**config.mk**
```make
export PLATFORM = sky130hd
export DESIGN_NAME = pcr_cap_regs
export DESIGN_NICKNAME = d
export VERILOG_FILES = /design/src/pkg/pcr_pkg.sv /design/src/hw/pcr_w1c_flag.sv /design/src/hw/pcr_pd_access.sv /design/src/hw/pcr_cap_regs.sv
export SDC_FILE = /design/constraint.sdc
export NUM_CORES = 1
export LEC_CHECK = 0
export BUFFER_PORTS_ARGS = -buffer_cell sky130_fd_sc_hd__buf_2
export CAP_MARGIN = 25
export CELL_PAD_IN_SITES_DETAIL_PLACEMENT = 1
export CELL_PAD_IN_SITES_GLOBAL_PLACEMENT = 1
export CORE_ASPECT_RATIO = 0.9
export CORE_MARGIN = 4
export CORE_UTILIZATION = 37
export DETAILED_ROUTE_END_ITERATION = 7
export GPL_ROUTABILITY_DRIVEN = 0
export HOLD_SLACK_MARGIN = 0.08
export PLACE_DENSITY_LB_ADDON = 0.1
export SETUP_SLACK_MARGIN = 0.4
export SYNTH_ARGS = -nofsm -noshare
export SYNTH_HDL_FRONTEND = slang
export SYNTH_SLANG_ARGS = --single-unit
```
**constraint.sdc**
```tcl
create_clock -name sys_clk -period 1.85 [get_ports sys_clk]
set_clock_uncertainty 0.05 [all_clocks]
set_input_delay 0 -clock sys_clk [delete_from_list [all_inputs] [get_ports sys_clk]]
set_output_delay 0 -clock sys_clk [all_outputs]
set_load 0.01 [all_outputs]
```
**src/pkg/pcr_pkg.sv**
```systemverilog
package pcr_pkg;

  // ****************************************************************
  // register offsets (byte addresses in configuration space)
  // ****************************************************************
  localparam logic [7:0] PM_CAP_OFS  = 8'hDC;
  localparam logic [7:0] PM_CSR_OFS  = 8'hE0;
  localparam logic [7:0] HS_CAP_OFS  = 8'hE4;
  localparam logic [7:0] PD_CAP_OFS  = 8'hE8;
  localparam logic [7:0] PD_WORD_OFS = 8'hEC;

  // ****************************************************************
  // capability header values
  // ****************************************************************
  localparam logic [7:0] PM_CAPABILITY_IDENTIFIER   = 8'h01;
  localparam logic [7:0] PM_NEXT     = 8'hE4;
  localparam logic [7:0] HS_CAPABILITY_IDENTIFIER   = 8'h06;
  localparam logic [7:0] HS_NEXT_PD  = 8'hE8;
  localparam logic [7:0] LIST_END    = 8'h00;
  localparam logic [7:0] PD_CAPABILITY_IDENTIFIER   = 8'h03;
  localparam logic [7:0] BSE_VALUE   = 8'h00;

  // ****************************************************************
  // field layout and reset values
  // ****************************************************************
  localparam logic [2:0] POWER_MGMT_VERSION_RST  = 3'h1;
  localparam logic [4:0] SUP_RST     = 5'h00;
  localparam logic [4:0] SUP_KEEP    = 5'h09;   // only bits 3 and 0 may be set
  localparam logic [1:0] PS_D0       = 2'h0;
  localparam logic [1:0] PS_D3HOT    = 2'h3;
  localparam int         PMCS_ST_BIT = 15;
  localparam int         PMCS_EN_BIT = 8;
  localparam int         HS_INS_BIT  = 23;
  localparam int         HS_EXT_BIT  = 22;
  localparam int         HS_LED_BIT  = 19;
  localparam int         HS_EIM_BIT  = 17;
  localparam int         PD_FLAG_BIT = 31;

  typedef enum logic [1:0] {PD_IDLE, PD_BUSY} pcr_pd_state_type;

endpackage : pcr_pkg

```
**src/hw/pcr_w1c_flag.sv**
```systemverilog
`timescale 1ns/1ns
module pcr_w1c_flag
  import pcr_pkg::*;
(
  // clock and reset
  input  wire logic sys_clk,
  input  wire logic srst,
  // event and clear
  input  wire logic setEvt,
  input  wire logic clrReq,
  // state
  output logic      flag_r
);

  // set wins over a clear in the same cycle so no event is lost
  always_ff @(posedge sys_clk) begin
    if (srst) begin
      flag_r <= 1'b0;
    end else if (setEvt) begin
      flag_r <= 1'b1;
    end else if (clrReq) begin
      flag_r <= 1'b0;
    end
  end

endmodule : pcr_w1c_flag

```
**src/hw/pcr_pd_access.sv**
```systemverilog
`timescale 1ns/1ns
module pcr_pd_access
  import pcr_pkg::*;
(
  // clock and reset
  input  wire logic        sys_clk,
  input  wire logic        srst,
  // start from a flag write
  input  wire logic        startReq,
  input  wire logic        startWrite,
  // storage engine handshake
  output logic             engReq_r,
  output logic             engWrite_r,
  input  wire logic        engDone,
  input  wire logic [31:0] engRdata,
  // completion
  output logic             doneEvt_r,
  output logic             doneWrite_r,
  output logic [31:0]      doneData_r
);

  pcr_pd_state_type state_r;

  always_ff @(posedge sys_clk) begin
    if (srst) begin
      state_r     <= PD_IDLE;
      engReq_r    <= 1'b0;
      engWrite_r  <= 1'b0;
      doneEvt_r   <= 1'b0;
      doneWrite_r <= 1'b0;
      doneData_r  <= 32'h0000_0000;
    end else begin
      doneEvt_r <= 1'b0;
      case (state_r)
        PD_IDLE: begin
          if (startReq) begin
            engReq_r   <= 1'b1;
            engWrite_r <= startWrite;
            state_r    <= PD_BUSY;
          end
        end
        PD_BUSY: begin
          // a new flag write while busy is ignored until the engine answers
          if (engDone) begin
            engReq_r    <= 1'b0;
            doneEvt_r   <= 1'b1;
            doneWrite_r <= engWrite_r;
            doneData_r  <= engRdata;
            state_r     <= PD_IDLE;
          end
        end
        default: state_r <= PD_IDLE;
      endcase
    end
  end

endmodule : pcr_pd_access

```
**src/hw/pcr_cap_regs.sv**
```systemverilog
`timescale 1ns/1ns
// Notes on behaviour
// - event support bits: bit0 D0, bit3 D3hot
// - support bits 4, 2, 1 always zero
// - D2 and D1 support read zero
// - auxiliary power source reads zero
// - event clock equals OR of support bits
// - power management version resets to 001
// - PM header id 0x01, next 0xE4
// - event status sticky, write 1 clears
// - event enable gates event signal
// - unimplemented power state write is ignored
// - only D0 and D3hot states held
// - bridge support byte reads 0x00
// - insertion set after load, disable clear
// - extraction set on switch high, reset off
// - enumeration mask: 0 allows, 1 suppresses
// - hot swap header id 0x06
// - hot swap next 0xE8 or 0x00
// - flag write starts store or load
// - product data header id 0x03, next 0x00
module pcr_cap_regs
  import pcr_pkg::*;
(
  // clock and reset
  input  wire logic        sys_clk,
  input  wire logic        srst,
  // configuration access from the host
  input  wire logic        cfgWrite,
  input  wire logic        cfgRead,
  input  wire logic [7:0]  cfgAddr,
  input  wire logic [3:0]  cfgByteEn,
  input  wire logic [31:0] cfgWdata,
  output logic [31:0]      cfgRdata_r,
  // local-side preload of host read-only fields, reloaded on every locLoad pulse
  input  wire logic        locLoad,
  input  wire logic [4:0]  locEventSupport,
  input  wire logic [2:0]  locVersion,
  input  wire logic        locDsi,
  // device status inputs
  input  wire logic        eventRaise,
  input  wire logic        loadDone,
  input  wire logic        hostSideDisable,
  input  wire logic        ejectorSwitchInput,
  input  wire logic        productDataEnable,
  // storage engine for product data
  output logic             engReq_r,
  output logic             engWrite_r,
  output logic [7:0]       engAddr_r,
  output logic [31:0]      engWdata_r,
  input  wire logic        engDone,
  input  wire logic [31:0] engRdata,
  // outputs to pins and the rest of the bridge
  output logic             powerEvent_r,
  output logic             enumAssert_r,
  output logic             indicatorLedOn_r,
  output logic [1:0]       powerState_r
);

  // ****************************************************************
  // decode
  // ****************************************************************
  function automatic logic hit(input logic [7:0] a, input logic [7:0] ofs);
    hit = (a[7:2] == ofs[7:2]);
  endfunction : hit

  // the capabilities word has no host write path: every field there is read-only
  logic wrPmcs;
  logic wrHs;
  logic wrPd;
  logic wrPdw;
  assign wrPmcs = cfgWrite && hit(cfgAddr, PM_CSR_OFS);
  assign wrHs   = cfgWrite && hit(cfgAddr, HS_CAP_OFS);
  assign wrPd   = cfgWrite && hit(cfgAddr, PD_CAP_OFS);
  assign wrPdw  = cfgWrite && hit(cfgAddr, PD_WORD_OFS);

  // per-lane write strobes; every writable field except the product data word sits in a single byte lane
  logic csrLane0;
  logic csrLane1;
  logic hsLane2;
  logic pdLane2;
  logic pdLane3;
  assign csrLane0 = wrPmcs && cfgByteEn[0];
  assign csrLane1 = wrPmcs && cfgByteEn[1];
  assign hsLane2  = wrHs && cfgByteEn[2];
  assign pdLane2  = wrPd && cfgByteEn[2];
  assign pdLane3  = wrPd && cfgByteEn[3];

  // ****************************************************************
  // power management capabilities
  // ****************************************************************
  logic [4:0] eventStateSupport_r;
  logic [2:0] powerMgmtVersion_r;
  logic       devInit_r;
  logic       eventClockRequired;

  // these fields are host read-only; only the local side preloads them
  always_ff @(posedge sys_clk) begin
    if (srst) begin
      eventStateSupport_r <= SUP_RST;
      powerMgmtVersion_r  <= POWER_MGMT_VERSION_RST;
      devInit_r           <= 1'b0;
    end else if (locLoad) begin
      eventStateSupport_r <= locEventSupport & SUP_KEEP;
      powerMgmtVersion_r  <= locVersion;
      devInit_r           <= locDsi;
    end
  end

  assign eventClockRequired = |eventStateSupport_r;

  // ****************************************************************
  // power management control and status
  // ****************************************************************
  logic eventEnable_r;
  logic eventStatus_r;
  logic stClr;
  logic stNxt;
  logic enNxt;
  logic psLegal;

  // other codes complete on the bus but leave the state alone
  assign psLegal = (cfgWdata[1:0] == PS_D0) || (cfgWdata[1:0] == PS_D3HOT);

  always_ff @(posedge sys_clk) begin
    if (srst) begin
      eventEnable_r <= 1'b0;
      powerState_r  <= PS_D0;
    end else begin
      if (csrLane1) begin
        eventEnable_r <= cfgWdata[PMCS_EN_BIT];
      end
      if (csrLane0 && psLegal) begin
        powerState_r <= cfgWdata[1:0];
      end
    end
  end

  assign stClr = csrLane1 && cfgWdata[PMCS_ST_BIT];

  // next-state values so the pin follows the flag with no extra lag
  assign stNxt = eventRaise || (eventStatus_r && !stClr);
  assign enNxt = csrLane1 ? cfgWdata[PMCS_EN_BIT] : eventEnable_r;

  pcr_w1c_flag u_evtSt (
    .sys_clk (sys_clk),
    .srst    (srst),
    .setEvt  (eventRaise),
    .clrReq  (stClr),
    .flag_r  (eventStatus_r)
  );

  always_ff @(posedge sys_clk) begin
    if (srst) begin
      powerEvent_r <= 1'b0;
    end else begin
      powerEvent_r <= stNxt && enNxt;
    end
  end

  // ****************************************************************
  // hot swap
  // ****************************************************************
  logic insertionStatus_r;
  logic extractionStatus_r;
  logic enumInterruptMask_r;
  logic insClr;
  logic extClr;
  logic insSet;
  logic extSet;
  logic loadReady;
  logic loadReadyPrev_r;
  logic enumPendNxt;
  logic enumMaskNxt;

  always_ff @(posedge sys_clk) begin
    if (srst) begin
      indicatorLedOn_r    <= 1'b0;
      enumInterruptMask_r <= 1'b0;
    end else if (hsLane2) begin
      indicatorLedOn_r    <= cfgWdata[HS_LED_BIT];
      enumInterruptMask_r <= cfgWdata[HS_EIM_BIT];
    end
  end

  // insertion fires each time load completion and a clear disable begin to meet,
  // so a disable lifted after the load still reports the card; the loader must
  // drop loadDone across a bus reset or the card is reported again
  assign loadReady = loadDone && !hostSideDisable;

  always_ff @(posedge sys_clk) begin
    if (srst) begin
      loadReadyPrev_r <= 1'b0;
    end else begin
      loadReadyPrev_r <= loadReady;
    end
  end

  assign insSet = loadReady && !loadReadyPrev_r;
  assign extSet = ejectorSwitchInput && !srst;
  assign insClr = hsLane2 && cfgWdata[HS_INS_BIT];
  assign extClr = hsLane2 && cfgWdata[HS_EXT_BIT];

  // a status bit cleared by this very write no longer asks for attention
  assign enumPendNxt = insSet || extSet || (insertionStatus_r && !insClr)
                       || (extractionStatus_r && !extClr);
  assign enumMaskNxt = hsLane2 ? cfgWdata[HS_EIM_BIT] : enumInterruptMask_r;

  pcr_w1c_flag u_ins (
    .sys_clk (sys_clk),
    .srst    (srst),
    .setEvt  (insSet),
    .clrReq  (insClr),
    .flag_r  (insertionStatus_r)
  );

  pcr_w1c_flag u_ext (
    .sys_clk (sys_clk),
    .srst    (srst),
    .setEvt  (extSet),
    .clrReq  (extClr),
    .flag_r  (extractionStatus_r)
  );

  always_ff @(posedge sys_clk) begin
    if (srst) begin
      enumAssert_r <= 1'b0;
    end else begin
      enumAssert_r <= enumPendNxt && !enumMaskNxt;
    end
  end

  // ****************************************************************
  // product data access
  // ****************************************************************
  logic       productDataFlag_r;
  logic [31:0] productDataWord_r;
  logic       pdDone;
  logic       pdDoneWrite;
  logic [31:0] pdDoneData;
  logic       pdStart;

  assign pdStart = pdLane3;

  always_ff @(posedge sys_clk) begin
    if (srst) begin
      engAddr_r <= 8'h00;
    end else if (pdLane2) begin
      engAddr_r <= {cfgWdata[23:18], 2'b00};
    end
  end

  // engine completion owns the flag over a same-cycle host write
  always_ff @(posedge sys_clk) begin
    if (srst) begin
      productDataFlag_r <= 1'b0;
    end else if (pdDone) begin
      productDataFlag_r <= !pdDoneWrite;
    end else if (pdStart) begin
      productDataFlag_r <= cfgWdata[PD_FLAG_BIT];
    end
  end

  always_ff @(posedge sys_clk) begin
    if (srst) begin
      productDataWord_r <= 32'h0000_0000;
    end else if (pdDone && !pdDoneWrite) begin
      productDataWord_r <= pdDoneData;
    end else if (wrPdw) begin
      for (int b = 0; b < 4; b++) begin
        if (cfgByteEn[b]) begin
          productDataWord_r[b*8 +: 8] <= cfgWdata[b*8 +: 8];
        end
      end
    end
  end

  assign engWdata_r = productDataWord_r;

  pcr_pd_access u_pd (
    .sys_clk     (sys_clk),
    .srst        (srst),
    .startReq    (pdStart),
    .startWrite  (cfgWdata[PD_FLAG_BIT]),
    .engReq_r    (engReq_r),
    .engWrite_r  (engWrite_r),
    .engDone     (engDone),
    .engRdata    (engRdata),
    .doneEvt_r   (pdDone),
    .doneWrite_r (pdDoneWrite),
    .doneData_r  (pdDoneData)
  );

  // ****************************************************************
  // read path
  // ****************************************************************
  logic [31:0] rdNxt;

  always_comb begin
    rdNxt = 32'h0000_0000;
    case (cfgAddr[7:2])
      PM_CAP_OFS[7:2]: begin
        rdNxt[31:27] = eventStateSupport_r;
        rdNxt[26]    = 1'b0;
        rdNxt[25]    = 1'b0;
        rdNxt[21]    = devInit_r;
        rdNxt[20]    = 1'b0;
        rdNxt[19]    = eventClockRequired;
        rdNxt[18:16] = powerMgmtVersion_r;
        rdNxt[15:0]  = {PM_NEXT, PM_CAPABILITY_IDENTIFIER};
      end
      PM_CSR_OFS[7:2]: begin
        rdNxt[23:16]       = BSE_VALUE;
        rdNxt[PMCS_ST_BIT] = eventStatus_r;
        rdNxt[PMCS_EN_BIT] = eventEnable_r;
        rdNxt[1:0]         = powerState_r;
      end
      HS_CAP_OFS[7:2]: begin
        rdNxt[HS_INS_BIT] = insertionStatus_r;
        rdNxt[HS_EXT_BIT] = extractionStatus_r;
        rdNxt[HS_LED_BIT] = indicatorLedOn_r;
        rdNxt[HS_EIM_BIT] = enumInterruptMask_r;
        rdNxt[15:8]       = productDataEnable ? HS_NEXT_PD : LIST_END;
        rdNxt[7:0]        = HS_CAPABILITY_IDENTIFIER;
      end
      PD_CAP_OFS[7:2]: begin
        rdNxt[PD_FLAG_BIT] = productDataFlag_r;
        rdNxt[23:16]       = engAddr_r;
        rdNxt[15:0]        = {LIST_END, PD_CAPABILITY_IDENTIFIER};
      end
      PD_WORD_OFS[7:2]: rdNxt = productDataWord_r;
      default:          rdNxt = 32'h0000_0000;
    endcase
  end

  always_ff @(posedge sys_clk) begin
    if (srst) begin
      cfgRdata_r <= 32'h0000_0000;
    end else if (cfgRead) begin
      cfgRdata_r <= rdNxt;
    end
  end

endmodule : pcr_cap_regs

```
==> results by group <==
Clock network
  – Root Driver: clkbuf_16
  – CTS tree: yes
  – CTS clock-pin slew for the worst setup and hold paths: 0.05 ns
  – Clock Path Buffers: 2
  – Clock sink count: 124
  – Htree depth: 4
  – Clk_lat worst skew: 0.41 ns
  – CTS buffer count: 17

STA
  – Final hold vios: 0
  – Tcrit/Tclk final: 77.1%
  – Worst relative slew slack: 46.5%
  – Worst slew pin tran: 0.799 ns
  – Final Critical Period: 1.43 ns
  – Number of setup violations in the final report: 0
  – Slew Viols, Final: 0
  – Fmax: 701 MHz
  – Unrepaired setup endpoints after global routing: yes
  – Setup_tns: 0 ns

Placement
  – DP Area: 6140 um^2
  – # port buffers: 167
  – HPWL Detailed: 12000 um

Global routing
  – First-pass GRT wire length: 29900 um
  – Pin count of the biggest net entering global routing: 38
  – GR Overflow Total: 0
  – Initial antenna violation count: 0
  – Vias in the first global route: 5593
  – Gr usage total: 24.1%

Die
  – Die span in y: 119 um
  – Die ar.: 15600 um^2
  – Initial Utilization: 37.9%
  – Row cnt: 40
  – Chip Width: 131 um
  – Core box area: 13400 um^2
  – I/O pin total: 175

Yosys
  – Syn_area_per_cell: 10.1 um^2
  – Synth top area cells: dfxtp_1 49%, mux2i_1 10%, a22o_1 6.4%, a211oi_1 5.0%, nor2_1 4.4%
  – Synth Warn #: 0
  – #FFs+latches synth: 124
  – Seq/Total Area, Yosys: 49.0%
  – Post-Syn Instances: 502
  – Most common library cells after synthesis: 124 x dfxtp_1, 59 x nor2_1, 51 x mux2i_1
  – Yosys cell types: 51
  – Async S/R FF share, synth: 0%
  – Post-synth EDFFs: 0
  – Yosys top cell area share: 49.0%
  – Post-Syn Area: 5060 um^2
  – Yosys top cell by area: dfxtp_1
  – Commonest register cell after synthesis: dfxtp_1
  – Top-count cell post-synth: dfxtp_1

Worst hold path
  – Worst min-delay path class: in -> reg
  – Hold_sp: cfgAddr[6]

Cells and area
  – Fin area: 7890 um^2
  – Final Net Count: 879
  – Share of post-route cells with drive strength above 1: 33.1%
  – Final core utilization: 59.0%
  – ANT cells: 0
  – Layout area overhead: 55.7%

Drt
  – Wire length per cell: 19.6 um
  – Via-to-Cell Ratio: 5.26
  – Drt pass-1 iters: 4
  – Antenna-violating nets left: 0
  – DRC violations left: 0
  – Vias: 5061
  – DR iter-0 viols: 219
  – WL final: 18900 um

Power
  – VDD IR-drop max: 0.000672 V
  – Pwr dens: 839 nW/um^2
  – Leak: 3.55 nW

Setup path
  – Crit Reg-Reg Startpoint: u_ext.flag_r$_SDFFE_PP0P_
  – Crit path required time: 2.15 ns
  – Crit start category: register
  – Endpoint class of the critical path: register
  – Crit-path max FO: 2
  – Crit path kind: reg -> reg
  – Worst Path Arrival: 1.73 ns
  – CP startpoint: u_ext.flag_r$_SDFFE_PP0P_

Status
  – Status: finished, final reports clean

Job
  – Number of max-cap violations: 0
cell families (layout without fill, tap and decap cells):
| kind of cell | after synthesis | in the layout | synth area share [%] |
|---|---|---|---|
| compound gates | 138 | 138 | 21.7 |
| buf+inv | 47 | 338 | 4.40 |
| other cells | 1 | 2 | 0.0740 |
| simple gates | 137 | 137 | 13.9 |
| flops | 124 | 124 | 49.0 |
| mux | 55 | 55 | 11.0 |
final cells by class:
type | instances | area [um^2]
fillers | 1490 | 5480
repair buffers | 303 | 2170
clock buffers | 24 | 502
well taps | 168 | 210
clock inverters | 6 | 85.1
inverters | 5 | 18.8
multi-input cells | 332 | 2420
flip-flops and latches | 124 | 2490
worst paths after layout:
path                                 end  slack [ns]  cells past startpoint
min          cfgRdata_r[20]$_SDFFE_PP0P_        0.10                      4
max            u_ext.flag_r$_SDFFE_PP0P_        0.42                      3
min reg2reg  cfgRdata_r[28]$_SDFFE_PP0P_        0.42                      2
max reg2reg    u_ext.flag_r$_SDFFE_PP0P_        0.42                      3
what timing repair did:
item,in CTS,in global routing
hold endpoints to repair,103,1
hold buffers,100,1
pin swaps,0,2
buffers inserted,4,8
setup endpoints to repair,24,17
gates resized for setup,3,13
metal layers:
| metal | wire length [um] | GRT usage [%] | share of wire [%] |
|---|---|---|---|
| met1 | 8220 | 29.3 | 44 |
| met2 | 9250 | 40.8 | 49 |
| met4 | 374 | 9.32 | 2.0 |
| met3 | 1050 | 6.71 | 5.5 |
| met5 | 0 | 0 | 0 |
critical path: stages, from the launching register on:
cell,delay [ns]
dfxtp_1,0.33
nor2_1,0.06
a311oi_2,0.32
dlygate4sd3_1,0.60
power breakdown:
part / internal [mW] / switching (mW)
Combinational: 0.306 / 0.277
Clock: 2.14 / 1.17
Sequential: 2.70 / 0.0191
Total: 5.15 / 1.47
cells in the final DEF, fill, tap and decap left out, types with 3 or more instances in the layout:
master	instances
clkbuf_8	5
a211oi_1	32
a22o_1	37
clkbuf_16	17
dfxtp_1	121
nor3_1	3
inv_1	5
dlygate4sd3_1	100
mux2i_1	49
dfxtp_2	3
o31ai_4	4
nor2_1	59
buf_6	5
buf_12	3
o21ai_0	7
a22oi_1	6
buf_4	29
a211oi_2	6
buf_2	166
a21oi_1	23
nand3_1	17
mux2_2	4
o2bb2ai_1	3
nor2b_1	5
nand2_1	16
nand2b_1	18
sequential cells by signal (all words and copies together) (netlist names), 2 cells and up:
name / count
cfgRdata_r: 32
engWdata_r: 32
u_pd.doneData_r: 32
engAddr_r: 6
powerMgmtVersion_r: 3
eventStateSupport_r: 2
powerState_r: 2
metrics by stage:
step	hold WS, ns	worst slack (ns)	std cells	total power [mW]
after global routing	0.108	0.385	962	6.83
after global placement	0.131	0.350	820	3.15
after floorplan	0.0333	0.392	503	2.97
after CTS	0.0821	0.412	954	6.62
final	0.104	0.424	962	6.62
after detailed placement	0.141	0.278	820	3.17
No activity file was read; power rests on OpenSTA's default activity.
